**src/core/tmr_pkg.sv**
```systemverilog
package tmr_pkg;

    // ==========================================================
    // register offsets
    localparam logic [7:0] ADDR_PIN_MODE  = 8'h93;
    localparam logic [7:0] ADDR_CTL       = 8'hc8;
    localparam logic [7:0] ADDR_RCAP_LO   = 8'hca;
    localparam logic [7:0] ADDR_RCAP_HI   = 8'hcb;
    localparam logic [7:0] ADDR_CNT_LO    = 8'hcc;
    localparam logic [7:0] ADDR_CNT_HI    = 8'hcd;
    localparam logic [7:0] ADDR_IRQ_STAT  = 8'hce;
    localparam logic [7:0] ADDR_IRQ_MASK  = 8'hcf;

    // ==========================================================
    // timer_control fields
    localparam int CTL_OVF_FLAG    = 7;
    localparam int CTL_EXT_FLAG    = 6;
    localparam int CTL_RX_SEL      = 5;
    localparam int CTL_TX_SEL      = 4;
    localparam int CTL_EXT_EN      = 3;
    localparam int CTL_RUN         = 2;
    localparam int CTL_CT_SEL      = 1;
    localparam int CTL_CAP_SEL     = 0;

    // ==========================================================
    // pin_output_mode fields
    localparam int PIN_TOGGLE_OE   = 6;

    // ==========================================================
    // interrupt status and mask fields
    localparam int IRQ_W           = 2;
    localparam int IRQ_OVF         = 0;
    localparam int IRQ_EXT         = 1;

    // ==========================================================
    // reset values and count constants
    localparam logic [7:0]  PIN_MODE_RESET = 8'h05;
    localparam logic [7:0]  CTL_RESET      = 8'h00;
    localparam logic [15:0] WORD_RESET     = 16'h0000;
    localparam logic [7:0]  BYTE_ZERO      = 8'h00;
    localparam logic [15:0] CNT_MAX        = 16'hffff;
    localparam logic [15:0] CNT_ONE        = 16'h0001;

    // ==========================================================
    // timing: system clocks per timer-mode increment
    localparam int TIMER_DIV = 2;

endpackage

```
**src/core/tmr_evt_if.sv**
```systemverilog
`timescale 1ns/1ns
interface tmr_evt_if;
    logic                     ovf_evt;
    logic                     ext_evt;
    logic                     stat_rd;
    logic                     mask_wr;
    logic [7:0]               wdata;
    logic [tmr_pkg::IRQ_W-1:0] status;
    logic [tmr_pkg::IRQ_W-1:0] mask;
    logic                     irq;

    modport core (
        output ovf_evt,
        output ext_evt,
        output stat_rd,
        output mask_wr,
        output wdata,
        input  status,
        input  mask,
        input  irq
    );

    modport ctrl (
        input  ovf_evt,
        input  ext_evt,
        input  stat_rd,
        input  mask_wr,
        input  wdata,
        output status,
        output mask,
        output irq
    );
endinterface

```
**src/core/tmr_core.sv**
```systemverilog
// The address-and-strobe port was left to the implementer.
`timescale 1ns/1ns
module tmr_core (
    input  wire logic       i_sys_clk,
    input  wire logic       i_reset,
    input  wire logic       i_clk_en,
    input  wire logic [7:0] i_addr,
    input  wire logic [7:0] i_wdata,
    input  wire logic       i_wr,
    input  wire logic       i_rd,
    output logic      [7:0] o_rdata,
    input  wire logic       i_count_input_pin,
    input  wire logic       i_ext_trigger_pin,
    input  wire logic       i_t1_ovf,
    output logic            o_rx_baud_tick,
    output logic            o_tx_baud_tick,
    output logic            o_overflow_toggle_pin,
    output logic            o_overflow_toggle_oe,
    output logic            o_irq
);
    import tmr_pkg::*;

    typedef struct packed {
        logic [7:0]  pin_mode;
        logic [7:0]  ctl;
        logic [15:0] rcap;
        logic [15:0] cnt;
        logic        pre;
        logic        ovf_q;
        logic        toggle;
        logic [7:0]  rdata;
    } tmr_core_st_t;

    tmr_core_st_t r;
    tmr_core_st_t next_r;

    logic cnt_fall;
    logic trig_fall;
    logic run;
    logic baud;
    logic capture_mode;
    logic inc;
    logic ovf;
    logic trig;
    logic trig_load;
    logic cnt_wr;
    logic rcap_wr;
    logic ctl_wr;

    tmr_evt_if ev ();

    function automatic logic hit(input logic [7:0] a, input logic [7:0] off);
        return a == off;
    endfunction

    // ==========================================================
    // pin synchronisers
    tmr_edge_sync u_count_sync (
        .i_sys_clk (i_sys_clk),
        .i_reset   (i_reset),
        .i_clk_en  (i_clk_en),
        .i_pin     (i_count_input_pin),
        .o_fall    (cnt_fall)
    );

    tmr_edge_sync u_trig_sync (
        .i_sys_clk (i_sys_clk),
        .i_reset   (i_reset),
        .i_clk_en  (i_clk_en),
        .i_pin     (i_ext_trigger_pin),
        .o_fall    (trig_fall)
    );

    // ==========================================================
    // interrupt status and mask
    tmr_irq u_irq (
        .i_sys_clk (i_sys_clk),
        .i_reset   (i_reset),
        .i_clk_en  (i_clk_en),
        .ev        (ev)
    );

    // ==========================================================
    // count control terms
    assign run          = r.ctl[CTL_RUN];
    assign baud         = r.ctl[CTL_RX_SEL] | r.ctl[CTL_TX_SEL];
    assign capture_mode = r.ctl[CTL_CAP_SEL] & ~baud;
    assign inc          = run & (r.ctl[CTL_CT_SEL] ? cnt_fall : r.pre);
    assign ovf          = inc & (r.cnt == CNT_MAX);
    assign trig         = trig_fall & r.ctl[CTL_EXT_EN];
    assign trig_load    = trig & ~capture_mode;
    assign cnt_wr       = i_wr & (hit(i_addr, ADDR_CNT_LO)
                                | hit(i_addr, ADDR_CNT_HI));
    assign rcap_wr      = i_wr & (hit(i_addr, ADDR_RCAP_LO)
                                | hit(i_addr, ADDR_RCAP_HI));
    assign ctl_wr       = i_wr & hit(i_addr, ADDR_CTL);

    assign ev.ovf_evt = ovf & ~baud;
    assign ev.ext_evt = trig;
    assign ev.stat_rd = i_rd & hit(i_addr, ADDR_IRQ_STAT);
    assign ev.mask_wr = i_wr & hit(i_addr, ADDR_IRQ_MASK);
    assign ev.wdata   = i_wdata;

    // ==========================================================
    // next state
    always_comb
    begin
        next_r = r;
        next_r.ovf_q = 1'b0;
        next_r.rdata = BYTE_ZERO;
        if (run && !r.ctl[CTL_CT_SEL])
            next_r.pre = ~r.pre;
        else
            next_r.pre = 1'b0;
        if (inc)
            next_r.cnt = r.cnt + CNT_ONE;
        if (ovf)
        begin
            next_r.ovf_q = 1'b1;
            next_r.toggle = ~r.toggle;
            if (!capture_mode)
                next_r.cnt = r.rcap;
        end
        if (trig_load)
            next_r.cnt = r.rcap;
        if (trig && capture_mode)
            next_r.rcap = r.cnt;
        if (i_wr)
        begin
            if (hit(i_addr, ADDR_PIN_MODE))
                next_r.pin_mode = i_wdata;
            if (hit(i_addr, ADDR_CTL))
                next_r.ctl = i_wdata;
            if (hit(i_addr, ADDR_RCAP_LO))
                next_r.rcap[7:0] = i_wdata;
            if (hit(i_addr, ADDR_RCAP_HI))
                next_r.rcap[15:8] = i_wdata;
            if (hit(i_addr, ADDR_CNT_LO))
                next_r.cnt[7:0] = i_wdata;
            if (hit(i_addr, ADDR_CNT_HI))
                next_r.cnt[15:8] = i_wdata;
        end
        if (ovf && !baud)
            next_r.ctl[CTL_OVF_FLAG] = 1'b1;
        if (trig)
            next_r.ctl[CTL_EXT_FLAG] = 1'b1;
        if (i_rd)
        begin
            case (i_addr)
                ADDR_PIN_MODE: next_r.rdata = r.pin_mode;
                ADDR_CTL:      next_r.rdata = r.ctl;
                ADDR_RCAP_LO:  next_r.rdata = r.rcap[7:0];
                ADDR_RCAP_HI:  next_r.rdata = r.rcap[15:8];
                ADDR_CNT_LO:   next_r.rdata = r.cnt[7:0];
                ADDR_CNT_HI:   next_r.rdata = r.cnt[15:8];
                ADDR_IRQ_STAT: next_r.rdata = {6'h00, ev.status};
                ADDR_IRQ_MASK: next_r.rdata = {6'h00, ev.mask};
                default:       next_r.rdata = BYTE_ZERO;
            endcase
        end
    end

    // ==========================================================
    // state register
    always_ff @(posedge i_sys_clk or posedge i_reset)
    begin
        if (i_reset)
        begin
            r.pin_mode <= PIN_MODE_RESET;
            r.ctl      <= CTL_RESET;
            r.rcap     <= WORD_RESET;
            r.cnt      <= WORD_RESET;
            r.pre      <= 1'b0;
            r.ovf_q    <= 1'b0;
            r.toggle   <= 1'b0;
            r.rdata    <= BYTE_ZERO;
        end
        else if (i_clk_en)
            r <= next_r;
    end

    // ==========================================================
    // outputs
    assign o_rdata = r.rdata;
    assign o_rx_baud_tick = r.ctl[CTL_RX_SEL] ? r.ovf_q : i_t1_ovf;
    assign o_tx_baud_tick = r.ctl[CTL_TX_SEL] ? r.ovf_q : i_t1_ovf;
    assign o_overflow_toggle_pin = r.toggle;
    assign o_overflow_toggle_oe  = r.pin_mode[PIN_TOGGLE_OE];
    assign o_irq = ev.irq;
endmodule

```
**src/core/tmr_edge_sync.sv**
```systemverilog
`timescale 1ns/1ns
module tmr_edge_sync (
    input  wire logic i_sys_clk,
    input  wire logic i_reset,
    input  wire logic i_clk_en,
    input  wire logic i_pin,
    output logic      o_fall
);
    import tmr_pkg::*;

    typedef struct packed {
        logic [2:0] sh;
        logic       stable;
        logic       fall;
    } tmr_sync_st_t;

    tmr_sync_st_t r;
    tmr_sync_st_t next_r;

    // ==========================================================
    // three-stage sync, change accepted once stages 2 and 3 agree
    always_comb
    begin
        next_r = r;
        next_r.sh = {r.sh[1], r.sh[0], i_pin};
        next_r.fall = 1'b0;
        if ((r.sh[1] == r.sh[2]) && (r.sh[2] != r.stable))
        begin
            next_r.stable = r.sh[2];
            next_r.fall = r.stable;
        end
    end

    always_ff @(posedge i_sys_clk or posedge i_reset)
    begin
        if (i_reset)
            r <= '{sh: 3'h7, stable: 1'b1, fall: 1'b0};
        else if (i_clk_en)
            r <= next_r;
    end

    assign o_fall = r.fall;
endmodule

```
**src/core/tmr_irq.sv**
```systemverilog
`timescale 1ns/1ns
module tmr_irq (
    input  wire logic i_sys_clk,
    input  wire logic i_reset,
    input  wire logic i_clk_en,
    tmr_evt_if.ctrl   ev
);
    import tmr_pkg::*;

    typedef struct packed {
        logic [IRQ_W-1:0] status;
        logic [IRQ_W-1:0] mask;
    } tmr_irq_st_t;

    tmr_irq_st_t r;
    tmr_irq_st_t next_r;

    // ==========================================================
    // sticky status, cleared by read, event wins over clear
    always_comb
    begin
        next_r = r;
        if (ev.stat_rd)
            next_r.status = '0;
        if (ev.mask_wr)
            next_r.mask = ev.wdata[IRQ_W-1:0];
        if (ev.ovf_evt)
            next_r.status[IRQ_OVF] = 1'b1;
        if (ev.ext_evt)
            next_r.status[IRQ_EXT] = 1'b1;
    end

    always_ff @(posedge i_sys_clk or posedge i_reset)
    begin
        if (i_reset)
            r <= '0;
        else if (i_clk_en)
            r <= next_r;
    end

    assign ev.status = r.status;
    assign ev.mask   = r.mask;
    assign ev.irq    = |(r.status & r.mask);
endmodule

```
**config.mk**
```make
export PLATFORM = sky130hd
export DESIGN_NAME = tmr_core
export DESIGN_NICKNAME = d
export VERILOG_FILES = /design/src/core/tmr_pkg.sv /design/src/core/tmr_evt_if.sv /design/src/core/tmr_core.sv /design/src/core/tmr_edge_sync.sv /design/src/core/tmr_irq.sv
export SDC_FILE = /design/constraint.sdc
export NUM_CORES = 1
export LEC_CHECK = 0
export ABC_AREA = 0
export BUFFER_PORTS_ARGS = -buffer_cell sky130_fd_sc_hd__buf_2
export CAP_MARGIN = 0
export CORE_MARGIN = 2
export CORE_UTILIZATION = 55
export DETAILED_ROUTE_END_ITERATION = 6
export HOLD_SLACK_MARGIN = 0.15
export PLACE_DENSITY_LB_ADDON = 0.05
export SETUP_SLACK_MARGIN = 0.1
export SLEW_MARGIN = 20
export SYNTH_ARGS = -nofsm -noshare
export SYNTH_HDL_FRONTEND = slang
export SYNTH_HIERARCHICAL = 1
export SYNTH_SLANG_ARGS = --single-unit
```
**constraint.sdc**
```tcl
create_clock -name i_sys_clk -period 1.7 [get_ports i_sys_clk]
set_input_delay 0.34 -clock i_sys_clk [delete_from_list [all_inputs] [get_ports i_sys_clk]]
set_output_delay 0.34 -clock i_sys_clk [all_outputs]
set_load 0.005 [all_outputs]
```
Word-level counts from Yosys, hierarchy flattened:

Index checks and enable logic that the tools add are counted.

* logic and storage cells: 96
* register bits after elaboration: 73
* output and inout port bits: 13
* bits of input ports: 24

* reductions and logical operators: 24
* $add $sub $neg: 1
* bitwise gates (word level): 14
* mux-type cells: 25
* equality and inequality tests: 13

Operator list (count)
* $mux 16: 5
* $eq 8x8->1 const B: 8
* $pmux 8 s8: 1
* $mux 8: 6
* $mux 40: 1
* $add 16x1->16 const B: 1
* $eq 16x16->1 const B: 1
* $reduce_and 2->1: 6
* $reduce_and 3->1: 4
* $reduce_bool 2->1: 6
* $mux 1: 10
* $and 1x1->1: 8
* $logic_and 1x1->1: 5
* $mux 2: 2
* $not 1->1: 4
* $and 2x2->2: 1
* $eq 1x1->1: 2
* $logic_not 1->1: 2
* $ne 1x1->1: 2
* $reduce_or 2->1: 1
* $or 1x1->1: 1

Logic depth before layout (Yosys ltp):

Gate-level depths: netlist of the first run.

* depth after elaboration: 9
* gate-level depth with buffers: 8

By module:

Netlist of the first run, hierarchy kept.

By module, submodules not included
* tmr_core: cells an instance 409, instances 1, area an instance 3865.0 um^2
* tmr_edge_sync: cells an instance 18, instances 2, area an instance 231.5 um^2
* tmr_irq: cells an instance 12, instances 1, area an instance 172.7 um^2

Least setup slack after synthesis of the first run:

No wires, ideal clock.

* path kind: input port to flip-flop
* from: input port i_addr[5]
* to: register r, in the netlist o_overflow_toggle_oe
* stages: 6
* required time: 1.575 ns
* arrival: 1.607 ns
* buffers on the path: 2
* path slack: -0.032 ns
* cell sequence: nor3b_1 buf_4 and3_1 and3_1 buf_4 mux2_2

* longest elaborated chain between the ends: 2

RTL lines
* start, declared: line tmr_core.sv:7 `input wire logic [7:0] i_addr,`
* $eq 8x8->1: line tmr_core.sv:53 `return a == off;`
* $reduce_and 3->1 (no source line)
* end signal, assigned: line tmr_core.sv:179 `r <= next_r;`
* end, declared: line tmr_core.sv:34 `tmr_core_st_t r;`

Every way passes these cells.
A chain may end at the register's enable or synchronous reset.

Final worst setup path of the first run:

* from: register r[44] (netlist bit)
* to: register r[25] (netlist bit)

* longest elaborated chain between the ends: 8

RTL lines
* $mux 1 (*): line tmr_core.sv:88 `assign inc = run & (r.ctl[CTL_CT_SEL] ? cnt_fall : r.pre);`
* $and 1x1->1 (*): line tmr_core.sv:88
* $mux 16: line tmr_core.sv:115 `if (inc)`
* $mux 16: line tmr_core.sv:121 `if (!capture_mode)`
* $mux 16 (*): line tmr_core.sv:117 `if (ovf)`
* $mux 16 (*): line tmr_core.sv:124 `if (trig_load)`
* $mux 8: line tmr_core.sv:140 `if (hit(i_addr, ADDR_CNT_HI))`
* $mux 40 (*): line tmr_core.sv:128 `if (i_wr)`

Mark *: on every way between the ends. The rest lies on a longest branch, timed or not. The select of a mux whose other input is x is not followed.

==> results of run 1 <==
-- sequential cells by signal, summed over array words and instances (netlist names) --
signal	flops
r	49
o_rdata	8
u_count_sync/next_r	2
u_count_sync/r	2
u_irq/ev.mask	2
u_irq/ev.status	2
u_trig_sync/next_r	2
u_trig_sync/r	2
o_overflow_toggle_oe	1
o_overflow_toggle_pin	1
u_count_sync/o_fall	1
u_trig_sync/o_fall	1
-- per-layer routing --
layer,global-route usage [%],vias to the layer above
met1,44.7,2030
met5,0,-
met3,4.79,54
met4,12.4,0
met2,54.0,231
li1,-,1869
-- power by group through the flow --
stage	Combinational [uW]	Clock, uW	Sequential (uW)
2_1_floorplan	456	0	2040
3_3_place_gp	794	0	2050
3_5_place_dp	811	0	2060
4_1_cts	828	1420	2030
5_1_grt	941	1480	2050
6_report	884	1390	2040
-- kinds of logic (layout without fill, tap and decap cells) --
logic type	after synthesis	in the layout	synth area share [%]
compound gates	127	127	19.9
xor+xnor	16	16	3.11
fa+ha+maj	1	1	0.278
buf+inv	60	157	8.06
flops	73	73	40.9
mux	39	39	10.4
simple gates	141	141	17.5
-- metrics by stage --
| step | std cells | hold slack (ns) | area, um2 |
|---|---|---|---|
| after floorplan | 457 | 0.106 | 4580 |
| after global placement | 630 | 0.275 | 5200 |
| after detailed placement | 630 | 0.277 | 5200 |
| after CTS | 650 | 0.199 | 5550 |
| after global routing | 656 | 0.211 | 5760 |
| final | 656 | 0.208 | 5760 |
-- worst max-delay path, cell delays in order, from the launching register on --
cell,delay [ns]
dfrtp_1,0.46
mux2_4,0.35
nand4_1,0.15
o21ai_1,0.08
buf_4,0.16
buf_6,0.14
a31oi_2,0.18
o31ai_1,0.09
-- synthesized netlist by cell type, drive strengths merged, types with 11 or more instances --
cell,number,area share (%)
nor2,13,1.1
a22o,13,2.6
a21oi,15,1.7
o2bb2ai,12,2.3
dfrtp,63,35
nand2,49,4.1
clkbuf,13,1.5
mux2,23,6.3
a22oi,19,3.2
and3,11,1.6
mux2i,14,3.1
nand4,15,2.1
inv,14,1.2
buf,32,5.3
o21ai,37,4.1
-- cell type report --
| class | count | area, um2 | share of cell area, % |
|---|---|---|---|
| repair buffers | 126 | 932 | 16.2 |
| inverters | 15 | 60.1 | 1.04 |
| well taps | 102 | 128 | 2.22 |
| clock buffers | 10 | 128 | 2.22 |
| clock inverters | 6 | 67.6 | 1.17 |
| flip-flops and latches | 73 | 1840 | 31.9 |
| multi-input cells | 324 | 2600 | 45.2 |
-- repair_timing --
item | CTS | global route
resized for setup | 33 | 37
endpoints found under the hold margin | 71 | 0
pin swaps | 12 | 26
hold buffers | 1 | 0
setup buffers | 3 | 7
setup endpoints to repair | 36 | 40
-- worst paths after layout --
kind                                       start                      to  slack [ns]  cells after the start
setup / recovery                           r[44]                   r[25]       -0.03                      7
hold / removal                 i_count_input_pin  u_count_sync/next_r[3]        0.21                      2
setup reg to reg                           r[44]                   r[25]       -0.03                      7
hold reg to reg            o_overflow_toggle_pin   o_overflow_toggle_pin        0.47                      1
max in group asynchronous                i_reset                   r[53]        0.75                      4
min in group asynchronous                i_reset        u_irq/ev.mask[1]        0.46                      3
==> impl_metrics.toml, run 1 <==
[routing]
highest_layer = "met4"
wl_met1_mm = 5.85
wl_per_cell_um = 21.8
drtPass1Iterations = 5
drc = 0
wl_met2_mm = 6.75
via_count = 4184
drtIter0Drc = 453
vias_per_cell = 6.38
routed_wl_mm = 14.3
ant_nets = 0
route.met3.wl_mm = 1.18

[final_layout]
num-nets-final = 574
diodes = 0
drive_gt1_share_pct = 43.0
syn_to_final_growth_pct = 27.9
nFillCells = 616
mostFrequentLayoutCells = "buf_4 (78), dfrtp_1 (63), nand2_1 (46)"
fin_util_pct = 73.4
final_common_cell = "buf_4"

[power]
switching_power_uw = 1320
p_total_uw = 4310
p_leak_uw = 0.00254
p_int_uw = 3000
p_seq_share_pct = 47.2
ir_worst_vdd_v = 0.000696
combPwrFrac_pct = 20.5
p_per_area_nw_per_um2 = 749
power.clock.fraction_pct = 32.3
switching_share_pct = 30.5

[clocking]
clk_pin_slew_ns = 0.09
cts_root_buf = "clkbuf_8"
cts_made_buffers = 9
clockBufferDepth = 2
clk_latency_ns = 0.36
clock-sinks = 73
cts_tree = "built"
cts_max_level = 3

[placement]
dp_hpwl_mm = 9.97
dp_slack_ns = -0.139
gp_congestion = 0.984
portBuffers = 36

[floorplan]
num_rows = 32
dieArea_um2 = 8920
fp.dieH_um = 94.5
initial_core_util_pct = 57.4
die_w_um = 94.5
core_area_um2 = 7850
pin_count = 37

[timing]
fin_ws_ns = -0.0320
finalSetupViolations = 4
tns_ns = -0.0702
worst_pin_slew_ns = 0.496
fmax_mhz = 577
finalHoldViolCount = 0
min_period_ns = 1.73
skew_ns = 0.0117
rsz0062_at_grt = "true"
fin_crit_sh_pct = 102
max-slew-margin-rel_pct = 66.8
drv_slew = 0

[setup_path]
crit_path_max_fanout = 6
start_kind = "flip-flop"
cp-end-kind = "flip-flop"
path_class = "reg2reg"
worst_ep_arrival_time_ns = 1.97
critPathRequiredTime_ns = 1.94

[synthesis]
synth_edf_count = 0
synth_flop_cell = "dfrtp_1"
ys_seq_area_share_pct = 40.9
synth_nets = 482
syn_inst = 457
synthDistinctLibCells = 65
synth_area_per_cell_um2 = 9.85
ys_ff_latch = 73
ys_warn_count = 6
synthArstFlopShare_pct = 100
synth_area_um2 = 4500

[grt]
antenna_found_initial = 0
grt_pass1_wl_mm = 21.9
grt_max_degree = 60
grt_util_all_layers_pct = 33.0
grt-ovfl-total = 0
grt_pass1_vias = 4070

[outcome]
outcome = "finished, violations left"
violations = "setup timing"

[min_path]
hold_class = "in2reg"

[flow_run]
drv_cap = 0
No activity file was read; power rests on OpenSTA's default activity.
==> run 2, diff against run 1 <==
--- a/config.mk
+++ b/config.mk
@@ -14,6 +14,7 @@
 export HOLD_SLACK_MARGIN = 0.15
 export PLACE_DENSITY_LB_ADDON = 0.05
 export SETUP_SLACK_MARGIN = 0.1
+export SKIP_LAST_GASP = 1
 export SLEW_MARGIN = 20
 export SYNTH_ARGS = -nofsm -noshare
 export SYNTH_HDL_FRONTEND = slang
==> run 2 against run 1 <==
  * Total power fell by 0.21%
  * First-iteration DRC count is 1.3% higher
  * Cell count did not move
  * Sequential share of layout area is 0.097 points higher
  * Sequential power about the same
  * The run still ends with setup timing left
  * Critical path type unchanged
  * Highest routed layer unchanged
  * Clock power hardly changed
  * Worst setup slack worse by 0.0041 ns
  * Clock-buffer cell count did not move
  * Largest power group unchanged
  * Global-route usage unchanged
  * Flip-flop and latch count did not move
==> impl_metrics.toml, run 2 (synthesis results as in run 1) <==
[placement]
portBuffers = 36
postPlaceCellArea_um2 = 5200
gp_congestion = 0.984
dp_hpwl_mm = 9.97
dp_slack_ns = -0.139

[clocking]
cts_made_buffers = 9
cts_root_buf = "clkbuf_8"
clk_latency_ns = 0.36
clockBufferDepth = 2
cts_tree = "built"
clock-sinks = 73
clk_pin_slew_ns = 0.09
cts_max_level = 3

[final_layout]
largest_reg_flops = 49
num-nets-final = 574
diodes = 0
final_area_um2 = 5740
syn_to_final_growth_pct = 27.6
fin_util_pct = 73.2
nFillCells = 620
mostFrequentLayoutCells = "buf_4 (79), dfrtp_1 (63), nand2_1 (46)"
drive_gt1_share_pct = 42.4
final_common_cell = "buf_4"
regMostFlops = "r"

[routing]
routed_wl_mm = 14.2
drtPass1Iterations = 5
drtIter0Drc = 459
via_count = 4175
vias_per_cell = 6.36
ant_nets = 0
route.met3.wl_mm = 1.07
drc = 0
highest_layer = "met4"
wl_met1_mm = 5.93
wl_per_cell_um = 21.7
wl_met2_mm = 6.73

[grt]
grt_pass1_vias = 4070
grt_util_all_layers_pct = 33.0
grt-ovfl-total = 0
grt_max_degree = 60
grt_pass1_wl_mm = 21.9
antenna_found_initial = 0

[timing]
tns_ns = -0.0839
drv_slew = 0
min_period_ns = 1.74
fmax_mhz = 576
max-slew-margin-rel_pct = 69.8
finalSetupViolations = 4
worst_pin_slew_ns = 0.451
skew_ns = 0.00980
finalHoldViolCount = 0
fin_ws_ns = -0.0361
fin_crit_sh_pct = 102
rsz0062_at_grt = "true"

[floorplan]
initial_core_util_pct = 57.4
die_w_um = 94.5
core_area_um2 = 7850
dieArea_um2 = 8920
fp.dieH_um = 94.5
num_rows = 32
pin_count = 37

[power]
p_per_area_nw_per_um2 = 750
ir_worst_vdd_v = 0.000694
p_total_uw = 4300
p_leak_uw = 0.00254

[setup_path]
start_kind = "flip-flop"
critPathRequiredTime_ns = 1.97
crit_chain = "ha_2, and3_4, nand4_1, o21ai_1, buf_4, buf_6, nor2_1, a211oi_2"
cp_slowest_cell = "dfrtp_1"
crit_family = "compound AO/OA/AOI/OAI gates"
cp_slowest_stage_delay_ns = 0.36
crit_path_max_fanout = 6
worst_ep_arrival_time_ns = 2.01
path_class = "reg2reg"
cp-end-kind = "flip-flop"
path_buf_inv = 2

[outcome]
violations = "setup timing"
outcome = "finished, violations left"

[min_path]
hold_class = "in2reg"

[flow_run]
drv_cap = 0
-- run 2: cell counts in the layout (fill, tap and decap cells not counted) --
No cell type changed its count.
-- run 2: path summary, 6_finish.rpt --
| path | from | endpoint | slack (ns) | cells past startpoint |
|---|---|---|---|---|
| max in group asynchronous | i_reset | r[53] | 0.75 | 4 |
| worst min-delay path | i_count_input_pin | u_count_sync/next_r[3] | 0.21 | 2 |
| worst max-delay path | r[11] | r[22] | -0.04 | 8 |
| worst min register to register | o_overflow_toggle_pin | o_overflow_toggle_pin | 0.48 | 1 |
| min in group asynchronous | i_reset | u_irq/ev.mask[1] | 0.46 | 3 |
| worst max register to register | r[11] | r[22] | -0.04 | 8 |
-- run 2: per-layer routing --
layer  vias to the layer above  track usage (%)
met1                      2044             44.7
met4                         0             12.4
met3                        47             4.79
met5                         -                0
li1                       1880                -
met2                       204             54.0
-- run 2: stage by stage --
stage          instances  hold slack, ns
6_report             656           0.209
5_1_grt              656           0.211
4_1_cts              650           0.199
3_5_place_dp         630           0.277
3_3_place_gp         630           0.275
2_1_floorplan        457           0.106
-- run 2: layout make-up --
class                   count  area, um2  area share [%]
well taps                 102        128            2.22
clock buffers              10        128            2.22
inverters                  15       60.1            1.05
flip-flops and latches     73       1840            32.0
clock inverters             6       67.6            1.18
multi-input cells         324       2590            45.1
repair buffers            126        928            16.2
-- run 2: timing repair --
item,in CTS,in global routing
endpoints found under the setup margin,36,40
resized for setup,33,32
hold endpoints to repair,71,0
hold buffers,1,0
buffers inserted,3,7
pin swaps,12,25
-- run 2: worst reg2reg max path: cells and delay by family, from the launching register on --
kind | cells | cell delay (ns)
compound gates | 2 | 0.38
fa+ha+maj | 1 | 0.21
buf+inv | 2 | 0.31
flops | 1 | 0.36
simple gates | 3 | 0.38
-- run 2: where the power goes --
part	internal [uW]	switching (uW)
clock network	683	709
logic	399	478
registers	1910	126
total	2990	1310
